==> src/rcg_consts.vh <==
`ifndef RCG_CONSTS_VH
`define RCG_CONSTS_VH
// register byte offsets
`define RCG_OFF_CTRL 8'h00
`define RCG_OFF_TRIG 8'h04
`define RCG_OFF_PINCFG 8'h08
`define RCG_OFF_BASE 8'h0C
`define RCG_OFF_DEV 8'h10
`define RCG_OFF_LIMLO 8'h14
`define RCG_OFF_LIMHI 8'h18
`define RCG_OFF_COMPARATOR_ZERO_FLAG 8'h1C
`define RCG_OFF_COMPARATOR_ONE_FLAG 8'h20
`define RCG_OFF_MSB 8'h24
`define RCG_OFF_CMPMASK 8'h28
`define RCG_OFF_STATUS 8'h2C
`define RCG_OFF_MASK 8'h30
`define RCG_OFF_VALUE 8'h34
`define RCG_OFF_STATE 8'h38
`define RCG_OFF_SEG 8'h40
// control fields
`define RCG_CTRL_EN 0
`define RCG_CTRL_COMPARATOR_ZERO_FLAG 1
`define RCG_CTRL_COMPARATOR_ONE_FLAG 2
`define RCG_CTRL_FSK_LO 4
// trigger select fields, pin index 0..2
`define RCG_TRIGA_LO 0
`define RCG_TRIGB_LO 4
// segment config word fields
`define RCG_SEG_DLY 16
`define RCG_SEG_RST 17
`define RCG_SEG_NEXT_LO 18
`define RCG_SEG_SRC_LO 21
// pin functions
`define RCG_PIN_LOW 3'h0
`define RCG_PIN_COMPARATOR_ZERO_FLAG 3'h1
`define RCG_PIN_COMPARATOR_ONE_FLAG 3'h2
`define RCG_PIN_START 3'h3
`define RCG_PIN_INPUT 3'h7
// advance sources
`define RCG_SRC_TIMEOUT 2'h0
`define RCG_SRC_TRIGA 2'h1
`define RCG_SRC_TRIGB 2'h2
`define RCG_SRC_EITHER 2'h3
// status bits
`define RCG_ST_COMPARATOR_ZERO_FLAG 0
`define RCG_ST_COMPARATOR_ONE_FLAG 1
`define RCG_ST_START 2
`define RCG_ST_TRIG 3
// reset values
`define RCG_RST_PINCFG 32'h0000_0777
`define RCG_RST_LIMLO 33'h1_FF00_0000
`define RCG_RST_LIMHI 33'h0_00FF_FFFF
`endif

==> src/rcg_ramp_gen.v <==
// Functional notes
// RULE1 - segment succeeding itself repeats forever
// RULE2 - keying deviation added onto momentary ramp value
// RULE3 - master enable starts ramp and keying together
// RULE4 - no reset: continue from previous numerator
// RULE5 - comparator flags routable to multipurpose pins
// RULE6 - comparator segment mask, one bit per segment
// RULE7 - step count reaches 65536 steps per segment
// RULE8 - step delay: increment every second cycle
// RULE9 - eight segments chainable in any order
// RULE10 - segment start flag on multipurpose pin
// RULE11 - external edge on input pin triggers ramp
// RULE12 - increment added once per detector cycle
// RULE13 - advance source: 0 timeout, 2 trigger B
// RULE14 - limits are 33-bit two's complement offsets
// RULE15 - deviation scales detector rate by 2^-24
// RULE16 - enable starts segment 0; disable returns
//
// The implementer's own choices: the strobed register port, the placing of the registers and advance source 3.
`timescale 1ns/1ps
`default_nettype none
`include "rcg_consts.vh"

module rcg_ramp_gen #(
    parameter NSEG = 8,
    parameter NPIN = 3
) (
    input wire clk,
    input wire rst,
    input wire [7:0] reg_addr,
    input wire [31:0] reg_wdata,
    input wire reg_wr,
    input wire reg_rd,
    output reg [31:0] reg_rdata,
    output wire irq,
    input wire [NPIN-1:0] pin_in,
    output reg [NPIN-1:0] pin_out,
    output reg [NPIN-1:0] pin_oe,
    output reg [32:0] numerator,
    output reg ramp_active
);

////////////////////////////////////////////////////////////////////////////////
// configuration registers
reg [31:0] ctrl_q;
reg [31:0] trig_q;
reg [31:0] pincfg_q;
reg [31:0] base_q;
reg [31:0] dev_q;
reg [32:0] lim_lo_q;
reg [32:0] lim_hi_q;
reg [32:0] comparator_zero_flag_q;
reg [32:0] comparator_one_flag_q;
reg [15:0] cmpmask_q;
reg [3:0] status_q;
reg [3:0] mask_q;
reg [31:0] seg_inc_q [0:NSEG-1];
reg [31:0] seg_cfg_q [0:NSEG-1];

// sequencer state
localparam ST_IDLE = 2'h0;
localparam ST_RUN = 2'h1;
localparam ST_WAIT = 2'h2;
reg [1:0] st_q;
reg [2:0] seg_q;
reg [15:0] cnt_q;
reg half_q;
reg en_prev_q;
reg [32:0] acc_q;
reg fsk_on_q;
reg start_q;
reg comparator_zero_flag_flag_q;
reg comparator_one_flag_flag_q;
reg [NPIN-1:0] pin_prev_q;

////////////////////////////////////////////////////////////////////////////////
// trigger decode from input pins
wire ramp_en = ctrl_q[`RCG_CTRL_EN];
wire [1:0] trga_sel = trig_q[`RCG_TRIGA_LO +: 2];
wire [1:0] trgb_sel = trig_q[`RCG_TRIGB_LO +: 2];
wire [NPIN-1:0] pin_rise;
genvar gi;
generate
    for (gi = 0; gi < NPIN; gi = gi + 1) begin : g_pin
        // only a pin set as input may trigger [RULE11]
        assign pin_rise[gi] = (pincfg_q[4*gi +: 3] == `RCG_PIN_INPUT) && pin_in[gi] && !pin_prev_q[gi];
        // output function mux; pins idle low when not input
        always @* begin
            pin_oe[gi] = 1'b0;
            case (pincfg_q[4*gi +: 3])
                `RCG_PIN_COMPARATOR_ZERO_FLAG: pin_out[gi] = comparator_zero_flag_flag_q; // [RULE5]
                `RCG_PIN_COMPARATOR_ONE_FLAG: pin_out[gi] = comparator_one_flag_flag_q; // [RULE5]
                `RCG_PIN_START: pin_out[gi] = start_q; // [RULE10]
                `RCG_PIN_INPUT: begin
                    pin_out[gi] = 1'b0;
                    pin_oe[gi] = 1'b1;
                end
                default: pin_out[gi] = 1'b0;
            endcase
        end
    end
endgenerate
wire trig_a = (trga_sel < NPIN) && pin_rise[trga_sel]; // [RULE11]
wire trig_b = (trgb_sel < NPIN) && pin_rise[trgb_sel];

////////////////////////////////////////////////////////////////////////////////
// current segment fields
wire [31:0] cur_cfg = seg_cfg_q[seg_q];
wire [2:0] cur_next = cur_cfg[`RCG_SEG_NEXT_LO +: 3];
wire [1:0] cur_src = cur_cfg[`RCG_SEG_SRC_LO +: 2];
wire cur_dly = cur_cfg[`RCG_SEG_DLY];
wire [31:0] nxt_cfg = seg_cfg_q[cur_next];
wire [15:0] nxt_len = nxt_cfg[15:0];
wire [15:0] seg0_len = seg_cfg_q[0][15:0];

// source 3 is our extension: either trigger advances [RULE13]
reg src_ok;
always @* begin
    case (cur_src)
        `RCG_SRC_TIMEOUT: src_ok = 1'b1;
        `RCG_SRC_TRIGA: src_ok = trig_a;
        `RCG_SRC_TRIGB: src_ok = trig_b;
        default: src_ok = trig_a | trig_b;
    endcase
end

// step cadence: every cycle, or every second one [RULE12] [RULE8]
wire step_now = (st_q == ST_RUN) && (!cur_dly || half_q);
wire timeout = step_now && (cnt_q == 16'h0000);
// a trigger source is only honoured after the timeout
wire go_next = (timeout && cur_src == `RCG_SRC_TIMEOUT) || ((st_q == ST_WAIT) && src_ok);

// next ramp value, clamped to the 33-bit limits [RULE14]
wire signed [33:0] sum = {acc_q[32], acc_q} + {{2{seg_inc_q[seg_q][31]}}, seg_inc_q[seg_q]};
wire signed [33:0] lo_ext = {lim_lo_q[32], lim_lo_q};
wire signed [33:0] hi_ext = {lim_hi_q[32], lim_hi_q};
reg [32:0] acc_step;
always @* begin
    if (sum < lo_ext) begin
        acc_step = lim_lo_q;
    end else if (sum > hi_ext) begin
        acc_step = lim_hi_q;
    end else begin
        acc_step = sum[32:0];
    end
end

////////////////////////////////////////////////////////////////////////////////
// keying trigger selection
wire [1:0] fsk_src = ctrl_q[`RCG_CTRL_FSK_LO +: 2];
wire fsk_evt = (fsk_src == 2'h1 && trig_a) || (fsk_src == 2'h2 && trig_b);

// sequencer
always @(posedge clk) begin
    if (rst) begin
        st_q <= ST_IDLE;
        seg_q <= 3'h0;
        cnt_q <= 16'h0000;
        half_q <= 1'b0;
        en_prev_q <= 1'b0;
        acc_q <= 33'h0;
        fsk_on_q <= 1'b0;
        start_q <= 1'b0;
        pin_prev_q <= {NPIN{1'b0}};
    end else begin
        start_q <= 1'b0;
        en_prev_q <= ramp_en;
        pin_prev_q <= pin_in;
        if (!ramp_en) begin
            // back to the unmodulated numerator [RULE16]
            st_q <= ST_IDLE;
            acc_q <= 33'h0;
            fsk_on_q <= 1'b0;
        end else if (!en_prev_q) begin
            // one enable wakes ramp and keying [RULE3] [RULE16]
            st_q <= ST_RUN;
            seg_q <= 3'h0;
            cnt_q <= seg0_len - 16'h0001; // 0 wraps to 65535: 65536 steps [RULE7]
            half_q <= 1'b0;
            acc_q <= 33'h0;
            fsk_on_q <= 1'b0;
            start_q <= 1'b1;
        end else begin
            if (fsk_evt) begin
                fsk_on_q <= !fsk_on_q;
            end
            if (st_q == ST_RUN) begin
                half_q <= cur_dly ? !half_q : 1'b0; // [RULE8]
                if (step_now) begin
                    acc_q <= acc_step; // [RULE12]
                    cnt_q <= cnt_q - 16'h0001;
                    if (timeout) begin
                        st_q <= ST_WAIT;
                    end
                end
            end
            if (go_next) begin
                // successor may be any segment, itself included [RULE1] [RULE9]
                st_q <= ST_RUN;
                seg_q <= cur_next;
                cnt_q <= nxt_len - 16'h0001; // [RULE7]
                half_q <= 1'b0;
                start_q <= 1'b1; // [RULE10]
                // without reset the value carries over [RULE4]
                if (nxt_cfg[`RCG_SEG_RST]) begin
                    acc_q <= 33'h0;
                end
            end
        end
    end
end

////////////////////////////////////////////////////////////////////////////////
// comparators gated by per-segment mask [RULE6]
wire run_any = (st_q != ST_IDLE);
wire comparator_zero_flag_hit = ctrl_q[`RCG_CTRL_COMPARATOR_ZERO_FLAG] && run_any && cmpmask_q[seg_q] &&
    ($signed(acc_q) >= $signed(comparator_zero_flag_q));
wire comparator_one_flag_hit = ctrl_q[`RCG_CTRL_COMPARATOR_ONE_FLAG] && run_any && cmpmask_q[8 + seg_q] &&
    ($signed(acc_q) >= $signed(comparator_one_flag_q));

// deviation in units of f_pd / 2^24, signed 24-bit [RULE15]
wire [32:0] dev_ext = {{9{dev_q[23]}}, dev_q[23:0]};

// output numerator and flags
always @(posedge clk) begin
    if (rst) begin
        numerator <= 33'h0;
        ramp_active <= 1'b0;
        comparator_zero_flag_flag_q <= 1'b0;
        comparator_one_flag_flag_q <= 1'b0;
    end else begin
        // keying rides on the momentary ramp value [RULE2]
        numerator <= {1'b0, base_q} + acc_q + (fsk_on_q ? dev_ext : 33'h0);
        ramp_active <= run_any;
        comparator_zero_flag_flag_q <= comparator_zero_flag_hit; // [RULE5]
        comparator_one_flag_flag_q <= comparator_one_flag_hit; // [RULE5]
    end
end

////////////////////////////////////////////////////////////////////////////////
// interrupt events; a set beats a read-clear in the same cycle
wire [3:0] evt = {trig_a | trig_b, start_q, comparator_one_flag_hit & !comparator_one_flag_flag_q, comparator_zero_flag_hit & !comparator_zero_flag_flag_q};
wire st_rd = reg_rd && (reg_addr == `RCG_OFF_STATUS);
assign irq = |(status_q & mask_q);

// register writes
integer i;
always @(posedge clk) begin
    if (rst) begin
        ctrl_q <= 32'h0;
        trig_q <= 32'h0;
        pincfg_q <= `RCG_RST_PINCFG;
        base_q <= 32'h0;
        dev_q <= 32'h0;
        lim_lo_q <= `RCG_RST_LIMLO;
        lim_hi_q <= `RCG_RST_LIMHI;
        comparator_zero_flag_q <= 33'h0;
        comparator_one_flag_q <= 33'h0;
        cmpmask_q <= 16'h0000;
        status_q <= 4'h0;
        mask_q <= 4'h0;
        for (i = 0; i < NSEG; i = i + 1) begin
            seg_inc_q[i] <= 32'h0;
            seg_cfg_q[i] <= 32'h0;
        end
    end else begin
        status_q <= (st_rd ? 4'h0 : status_q) | evt;
        if (reg_wr) begin
            if (reg_addr == `RCG_OFF_CTRL) begin
                ctrl_q <= reg_wdata;
            end else if (reg_addr == `RCG_OFF_TRIG) begin
                trig_q <= reg_wdata;
            end else if (reg_addr == `RCG_OFF_PINCFG) begin
                pincfg_q <= reg_wdata;
            end else if (reg_addr == `RCG_OFF_BASE) begin
                base_q <= reg_wdata;
            end else if (reg_addr == `RCG_OFF_DEV) begin
                dev_q <= reg_wdata;
            end else if (reg_addr == `RCG_OFF_LIMLO) begin
                lim_lo_q[31:0] <= reg_wdata;
            end else if (reg_addr == `RCG_OFF_LIMHI) begin
                lim_hi_q[31:0] <= reg_wdata;
            end else if (reg_addr == `RCG_OFF_COMPARATOR_ZERO_FLAG) begin
                comparator_zero_flag_q[31:0] <= reg_wdata;
            end else if (reg_addr == `RCG_OFF_COMPARATOR_ONE_FLAG) begin
                comparator_one_flag_q[31:0] <= reg_wdata;
            end else if (reg_addr == `RCG_OFF_MSB) begin
                // bit 32 of each 33-bit threshold [RULE14]
                lim_lo_q[32] <= reg_wdata[0];
                lim_hi_q[32] <= reg_wdata[1];
                comparator_zero_flag_q[32] <= reg_wdata[2];
                comparator_one_flag_q[32] <= reg_wdata[3];
            end else if (reg_addr == `RCG_OFF_CMPMASK) begin
                cmpmask_q <= reg_wdata[15:0]; // [RULE6]
            end else if (reg_addr == `RCG_OFF_MASK) begin
                mask_q <= reg_wdata[3:0];
            end else if (reg_addr >= `RCG_OFF_SEG && reg_addr < `RCG_OFF_SEG + 8'h40) begin
                // segment n: increment at 0x40+8n, config at 0x44+8n [RULE9]
                if (reg_addr[2]) begin
                    seg_cfg_q[reg_addr[5:3]] <= reg_wdata;
                end else begin
                    seg_inc_q[reg_addr[5:3]] <= reg_wdata;
                end
            end
        end
    end
end

////////////////////////////////////////////////////////////////////////////////
// read data, one cycle after the strobe; unmapped reads zero
always @(posedge clk) begin
    if (rst) begin
        reg_rdata <= 32'h0;
    end else if (!reg_rd) begin
        reg_rdata <= 32'h0;
    end else if (reg_addr == `RCG_OFF_CTRL) begin
        reg_rdata <= ctrl_q;
    end else if (reg_addr == `RCG_OFF_TRIG) begin
        reg_rdata <= trig_q;
    end else if (reg_addr == `RCG_OFF_PINCFG) begin
        reg_rdata <= pincfg_q;
    end else if (reg_addr == `RCG_OFF_BASE) begin
        reg_rdata <= base_q;
    end else if (reg_addr == `RCG_OFF_DEV) begin
        reg_rdata <= dev_q;
    end else if (reg_addr == `RCG_OFF_LIMLO) begin
        reg_rdata <= lim_lo_q[31:0];
    end else if (reg_addr == `RCG_OFF_LIMHI) begin
        reg_rdata <= lim_hi_q[31:0];
    end else if (reg_addr == `RCG_OFF_COMPARATOR_ZERO_FLAG) begin
        reg_rdata <= comparator_zero_flag_q[31:0];
    end else if (reg_addr == `RCG_OFF_COMPARATOR_ONE_FLAG) begin
        reg_rdata <= comparator_one_flag_q[31:0];
    end else if (reg_addr == `RCG_OFF_MSB) begin
        reg_rdata <= {28'h0, comparator_one_flag_q[32], comparator_zero_flag_q[32], lim_hi_q[32], lim_lo_q[32]};
    end else if (reg_addr == `RCG_OFF_CMPMASK) begin
        reg_rdata <= {16'h0, cmpmask_q};
    end else if (reg_addr == `RCG_OFF_STATUS) begin
        reg_rdata <= {28'h0, status_q};
    end else if (reg_addr == `RCG_OFF_MASK) begin
        reg_rdata <= {28'h0, mask_q};
    end else if (reg_addr == `RCG_OFF_VALUE) begin
        reg_rdata <= acc_q[31:0];
    end else if (reg_addr == `RCG_OFF_STATE) begin
        reg_rdata <= {acc_q[32], 22'h0, fsk_on_q, 1'b0, seg_q, st_q, comparator_one_flag_flag_q, comparator_zero_flag_flag_q};
    end else if (reg_addr >= `RCG_OFF_SEG && reg_addr < `RCG_OFF_SEG + 8'h40) begin
        reg_rdata <= reg_addr[2] ? seg_cfg_q[reg_addr[5:3]] : seg_inc_q[reg_addr[5:3]];
    end else begin
        reg_rdata <= 32'h0;
    end
end

endmodule // rcg_ramp_gen
`default_nettype wire

==> config.mk <==
export PLATFORM = sky130hd
export DESIGN_NAME = rcg_ramp_gen
export DESIGN_NICKNAME = d
export VERILOG_FILES = /design/src/rcg_ramp_gen.v
export VERILOG_INCLUDE_DIRS = /design/src
export SDC_FILE = /design/constraint.sdc
export NUM_CORES = 2
export LEC_CHECK = 0
export BUFFER_PORTS_ARGS = -buffer_cell sky130_fd_sc_hd__buf_2
export CORE_MARGIN = 4
export CORE_UTILIZATION = 35
export CTS_BUF_LIST = sky130_fd_sc_hd__clkbuf_2
export DETAILED_ROUTE_END_ITERATION = 6
export GPL_ROUTABILITY_DRIVEN = 0
export GPL_TIMING_DRIVEN = 0
export SETUP_SLACK_MARGIN = 0.5
export SYNTH_ARGS = -nofsm -noshare
export SYNTH_HDL_FRONTEND = slang
export SYNTH_SLANG_ARGS = --single-unit
export TNS_END_PERCENT = 100
==> constraint.sdc <==
create_clock -name clk -period 7.03 [get_ports clk]
set_input_delay 0.703 -clock clk [delete_from_list [all_inputs] [get_ports clk]]
set_output_delay 0.703 -clock clk [all_outputs]
set_load 0.03 [all_outputs]
# Yosys cells after proc, flatten, opt, wreduce, memory -nomap -nowiden
# Memories as Yosys holds them, arrays and structs flattened. A register that Yosys moved wholly into a read port is not among the register bits.
# Cells that the tools add are included.
# classes
n_addsub	7
n_lt_le_gt_ge	12
eq_ne	36
muxes	103
n_bitwise	19
n_reduce_logical	61
# op_table
cell	count
$mux W32	19
$mux W33	7
$ge A33 B33 Y1	2
$mux W16	4
$reduce_or A32 Y1	2
$eq A8 B6 Y1 const B	7
$mux W1	56
$sub A16 B1 Y16 const B	3
$add A33 B32 Y34	1
$gt A34 B33 Y1	1
$lt A34 B33 Y1	1
$add A32 B33 Y33	1
$add A33 B33 Y33	1
$eq A8 B5 Y1 const B	4
$mux W3	8
$logic_and A1 B1 Y1	22
$eq A3 B2 Y1 const B	6
$eq A8 B4 Y1 const B	2
$logic_not A16 Y1	1
$not A1 Y1	14
$reduce_and A13 Y1	1
$pmux W1 S3	4
$reduce_and A12 Y1	1
$reduce_and A3 Y1	4
other kinds (39)	66
# word_totals
regBits	445
mem_bits_rw	512
input_bits	47
out_inout_bits	73
elab_cells	271
mem_count	2
# memory_table
memory	words	word_bits	read_ports	rd_ports_with_merged_regs	wr	line	source
seg_cfg_q	8	32	4	1	8	rcg_ramp_gen.v:58	reg [31:0] seg_cfg_q [0:NSEG-1];
seg_inc_q	8	32	2	1	8	rcg_ramp_gen.v:57	reg [31:0] seg_inc_q [0:NSEG-1];

# Depth between registers and ports, before layout
# logic_depth
depth_word	20
depth_mapped	31
mapped_depth_nobuf	26

# Worst setup path before layout
# OpenSTA, ideal clock, no wires.
# synth_timing
path_type	register -> register
startpoint	register (tool-made name)
endpoint	register acc_q[13]
setup_time_ns	0.117
arrival_ns	6.975
required_ns	6.913
slack_ns	-0.062
stages_incl_launch_ff	29
path_buffers	4
synth_period_minus_slack_ns	7.092
path_cell_list	dfxtp_1 > buf_4 > buf_1 > buf_1 > mux4_2 > mux2_2 > ha_1 > fa_1 > a21o_1 > a21oi_1 > o21bai_1 > a41o_1 > nor2b_1 > o21ai_0 > o221ai_1 > a221o_1 > a21oi_1 > xnor2_1 > ha_1 > inv_1 > o211ai_1 > nor2b_1 > a31oi_1 > a21oi_1 > a31oi_1 > clkbuf_1 > mux2i_1 > a21oi_1 > a22o_1
# synth_rtl
item	line	source
to (signal assigned)	rcg_ramp_gen.v:190	acc_q <= acc_step;
to (decl)	rcg_ramp_gen.v:69	reg [32:0] acc_q;

# Worst setup path after layout
# layout_timing
startpoint	input port reg_addr[5]
endpoint	register reg_rdata[29]
# layout_between
elab_chain_len	18
elab_cells_between_ends	37
cone_classes	2 x order compare; 14 x eq/ne; 17 x mux; 2 x reduce/logical; 2 x memory
# layout_lines
item	line	source
from (decl)	rcg_ramp_gen.v:30	input wire [7:0] reg_addr,
$ge A8 B7 Y1 (no source line), or another cell as far along	-	
$logic_and A1 B1 Y1 or $mux W32 (tied branches)	rcg_ramp_gen.v:346, rcg_ramp_gen.v:347	
$mux W32	rcg_ramp_gen.v:346	end else if (reg_addr >= `RCG_OFF_SEG && reg_addr < `RCG_OFF_SEG + 8'h40) begin
$mux W32	rcg_ramp_gen.v:344	end else if (reg_addr == `RCG_OFF_STATE) begin
$mux W32	rcg_ramp_gen.v:342	end else if (reg_addr == `RCG_OFF_VALUE) begin
$mux W32	rcg_ramp_gen.v:340	end else if (reg_addr == `RCG_OFF_MASK) begin
$mux W32	rcg_ramp_gen.v:338	end else if (reg_addr == `RCG_OFF_STATUS) begin
$mux W32	rcg_ramp_gen.v:336	end else if (reg_addr == `RCG_OFF_CMPMASK) begin
[... 2 more ...]	-	
$mux W32	rcg_ramp_gen.v:330	end else if (reg_addr == `RCG_OFF_COMPARATOR_ZERO_FLAG) begin
$mux W32	rcg_ramp_gen.v:328	end else if (reg_addr == `RCG_OFF_LIMHI) begin
$mux W32	rcg_ramp_gen.v:326	end else if (reg_addr == `RCG_OFF_LIMLO) begin
$mux W32	rcg_ramp_gen.v:324	end else if (reg_addr == `RCG_OFF_DEV) begin
$mux W32	rcg_ramp_gen.v:322	end else if (reg_addr == `RCG_OFF_BASE) begin
$mux W32	rcg_ramp_gen.v:320	end else if (reg_addr == `RCG_OFF_PINCFG) begin
$mux W32	rcg_ramp_gen.v:318	end else if (reg_addr == `RCG_OFF_TRIG) begin
$mux W32 (*)	rcg_ramp_gen.v:316	end else if (reg_addr == `RCG_OFF_CTRL) begin
to (signal assigned)	rcg_ramp_gen.v:317	reg_rdata <= ctrl_q;
to (signal assigned)	rcg_ramp_gen.v:319	reg_rdata <= trig_q;
to (signal assigned)	rcg_ramp_gen.v:321	reg_rdata <= pincfg_q;
to (decl)	rcg_ramp_gen.v:34	output reg [31:0] reg_rdata,
# Mark *: on every way between the ends. The rest lies on a longest branch, timed or not.
# A chain may end at the register's enable or synchronous reset.

==> impl_metrics.env <==
export IMPL_netlist_top_cells_area="edfxtp_1 (30%), dfxtp_1 (17%), and2_1 (6.7%), nand2_1 (5.8%), ha_1 (4.8%)"
export IMPL_crit_path_end="reg_rdata[29]$_SDFF_PP0_"
export IMPL_cp_num_cells=12
export IMPL_synthArstFlopShare=0
export IMPL_fin_skew_ns=0.264
export IMPL_p_leak_uw=0.0216
export IMPL_cts_root_buf="clkbuf_2"
export IMPL_dieHeight_um=391
export IMPL_cts_buffers=280
export IMPL_portBuffers=101
export IMPL_multiInputGateArea_mm2=0.0253
export IMPL_crit_slowest_cell="a41oi_1"
export IMPL_drc=2
export IMPL_synth_area_mm2=0.0514
export IMPL_die_w_um=391
export IMPL_period_minus_slack_ns=6.68
export IMPL_crit_family="buffers and inverters"
export IMPL_clock_latency_ns=1.84
export IMPL_grtUsageTotal=0.299
export IMPL_reg2reg_slack_ns=0.59
export IMPL_dpl_instance_area_mm2=0.0547
export IMPL_start_util=0.352
export IMPL_dp_hpwl_um=174000
export IMPL_powerDensity_mw_per_mm2=194
export IMPL_hp_class="input port to flip-flop"
export IMPL_synth_top_area_cell="edfxtp_1"
export IMPL_rsz0062_at_grt="true"
export IMPL_required_ns=8.41
export IMPL_drv_slew=9
export IMPL_antenna_found_initial=34
export IMPL_fin_area_mm2=0.0587
export IMPL_fin_util=0.403
export IMPL_cp_num_buf_inv=5
export IMPL_setup_tns_ns=0
export IMPL_reg2reg_to="acc_q[29]$_SDFF_PP0_"
export IMPL_first_pass_iters=7
export IMPL_syn2layout_area_growth_pct=14.3
export IMPL_clock_fmax_mhz=150
export IMPL_crit_path_end_kind="flip-flop"
export IMPL_path_max_fanout=11
export IMPL_setup_violations=0
export IMPL_ant_nets=0
export IMPL_coreArea_mm2=0.146
export IMPL_nFillCells=14400
export IMPL_slew_headroom=-0.0540
export IMPL_post_drt_wl_per_cell_um=30.2
export IMPL_first_global_vias=45400
export IMPL_status="finished, violations left"
export IMPL_synth_edf_count=512
export IMPL_synth_seq_cells=960
export IMPL_num_vias=47700
export IMPL_numClockSinks=960
export IMPL_dp_cells=7230
export IMPL_overflow=0
export IMPL_slowest_delay_ns=1.20
export IMPL_syn_num_nets=5478
export IMPL_ff2ff_path_depth=22
export IMPL_grt_max_degree=33
export IMPL_vias_per_cell=6.09
export IMPL_die_area_mm2=0.153
export IMPL_tightest_slew_ns=1.57
export IMPL_violations="design-rule violations, max-capacitance violations, max-slew violations"
export IMPL_cap_violations=2
export IMPL_final_hold_violation_count=0
export IMPL_nets=5984
export IMPL_ys_seq_area_frac=0.474
export IMPL_layout_drive_gt1_share=0.137
export IMPL_ctsLongestPathBuffers=4
export IMPL_yosysWarnings=0
export IMPL_htreeDepth=5
export IMPL_grt_pass1_wl_um=327000
export IMPL_wirelength_um=237000
export IMPL_fin_cells=7831
export IMPL_cp_cell_sequence="dlygate4sd3_1, buf_2, clkbuf_1, nand2b_1, nor2_1, clkbuf_1, clkbuf_1, a22oi_1, a41oi_1, or4_1, o21ai_0, a41oi_1"
export IMPL_synthCells=5199
export IMPL_peakVddDrop_mv=0.168
export IMPL_seq_area_mm2=0.0243
export IMPL_p_total_uw=11400
export IMPL_cts_tree="yes"
export IMPL_io_pins=120
export IMPL_cp_start_kind="input port"
export IMPL_worstPathArrival_ns=8.06
export IMPL_syn_mean_instance_area_um2=9.88
export IMPL_critPathKind="input port to flip-flop"
export IMPL_setup_worst_path_start="reg_addr[5]"
export IMPL_row_count=140
export IMPL_synth_cell_types=83
export IMPL_critPathMostFrequentCell="clkbuf_1"
export IMPL_yosysTopAreaCellShare=0.299
export IMPL_drt_iter0_markers=7218
export IMPL_path_clk_slew_ns=0.11
export IMPL_period_share=0.950
export IMPL_synthFlopType="edfxtp_1"
[kinds of logic (layout without fill, tap and decap cells)]
group,after synthesis,after routing,synth area share
flops,960,960,0.474
xor+xnor,64,64,0.0109
other cells,0,34,0
simple gates,1783,1783,0.170
mux,225,225,0.0649
buf+inv,580,1261,0.0432
compound gates,1355,1355,0.176
fa+ha+maj,232,232,0.0615
[layout make-up]
type	instances	share of cell area
multi-input combinational	3659	0.431
tap	1917	0.0408
inverter	171	0.0110
sequential	960	0.415
clock buffer	383	0.0326
antenna	34	0.00145
timing repair buffer	224	0.0323
buffer	409	0.0306
clock inverter	74	0.00554
[power breakdown]
| part | leakage (uW) | internal (uW) | total, uW | switching, uW |
|---|---|---|---|---|
| combinational | 0.0113 | 314 | 1110 | 797 |
| clock | 0.00177 | 1500 | 4110 | 2610 |
| sequential | 0.00848 | 6060 | 6160 | 102 |
[per-layer routing]
metal,GRT usage,wire (um),share of wire,vias to the layer above
li1,-,-,-,20000
met1,0.369,85400,0.36,22900
met2,0.443,100000,0.42,3827
met3,0.112,34400,0.15,885
met4,0.184,16700,0.071,14
met5,0.00510,193,0.00082,-
[metrics by stage]
step                setup slack (ns)  hold WS [ns]
floorplan                      0.584         0.432
global placement               -2.22         0.439
detailed placement             -2.20         0.443
CTS                            0.506      0.000510
global route                   0.468        0.0687
finish                         0.350         0.141
[worst min-delay path by stage]
stage                            start                                endpoint  slack (ns)  depth (start not counted)
6_report                  reg_wdata[2]  comparator_zero_flag_q[2]$_SDFFE_PP0P_        0.14                          4
5_1_grt                   reg_wdata[2]  comparator_zero_flag_q[2]$_SDFFE_PP0P_        0.07                          4
4_1_cts                   reg_wdata[2]  comparator_zero_flag_q[2]$_SDFFE_PP0P_      0.0005                          4
3_5_place_dp   trig_q[28]$_SDFFE_PP0P_                 trig_q[28]$_SDFFE_PP0P_        0.44                          2
3_3_place_gp    dev_q[28]$_SDFFE_PP0P_                  dev_q[28]$_SDFFE_PP0P_        0.44                          2
2_1_floorplan  ctrl_q[31]$_SDFFE_PP0P_                reg_rdata[31]$_SDFF_PP0_        0.43                          2
[state kept, by name (all words and copies together) (netlist names), 4 cells and up, named ones only]
register,flops
seg_inc_q,256
numerator,33
status_q,4
comparator_zero_flag_q,33
mask_q,4
cmpmask_q,16
comparator_one_flag_q,33
reg_rdata,32
lim_lo_q,33
lim_hi_q,33
dev_q,32
ctrl_q,32
seg_cfg_q,256
trig_q,32
base_q,32
pincfg_q,32
acc_q,33
cnt_q,16
[cells in the final DEF, fill, tap and decap left out, types with 24 or more instances in the layout]
cell and n:
clkinv_1 53, dfxtp_1 446, dlygate4sd3_1 90, mux4_2 82, a21oi_1 411, buf_2 112
a41oi_1 66, xnor2_1 37, nand2_1 786, mux2i_1 100, ha_1 193, nor2_1 169
a21o_1 75, buf_4 26, or2_2 29, mux2_2 41, diode_2 34, o21ai_0 148
nand3_1 59, nor3_1 35, a22o_1 26, clkbuf_1 361, edfxtp_1 512, and2_1 547
a31oi_1 41, nor2b_1 32, a22oi_1 263, xor2_1 24, a221oi_1 34, o21a_1 25
o211ai_1 67, fa_1 33, clkbuf_2 387, nand4_1 36, inv_1 168
[cell usage after synthesis, drive strengths merged (37+ instances only)]
cell type and number:
a21o 75, a21oi 419, a22oi 264, a31oi 44, a41oi 67, and2 548, clkbuf 375, dfxtp 448
edfxtp 512, ha 198, inv 170, mux2 43, mux2i 100, mux4 82, nand2 787, nand3 61
nand4 37, nor2 173, nor3 41, o211ai 67, o21ai 168, xnor2 40
[worst min-delay path, stage by stage]
cell	delay, ns
dlygate4sd3_1	0.53
clkbuf_1	0.35
nand2_1	0.16
a21oi_1	0.06
[repair_timing]
action	4_1_cts	5_1_grt
pin swaps	13	20
gates cloned	0	2
buffers inserted	8	10
hold endpoints to repair	635	0
endpoints found under the setup margin	33	33
hold buffers	90	0
resized for setup	119	49
No activity file was read; power rests on OpenSTA's default activity.
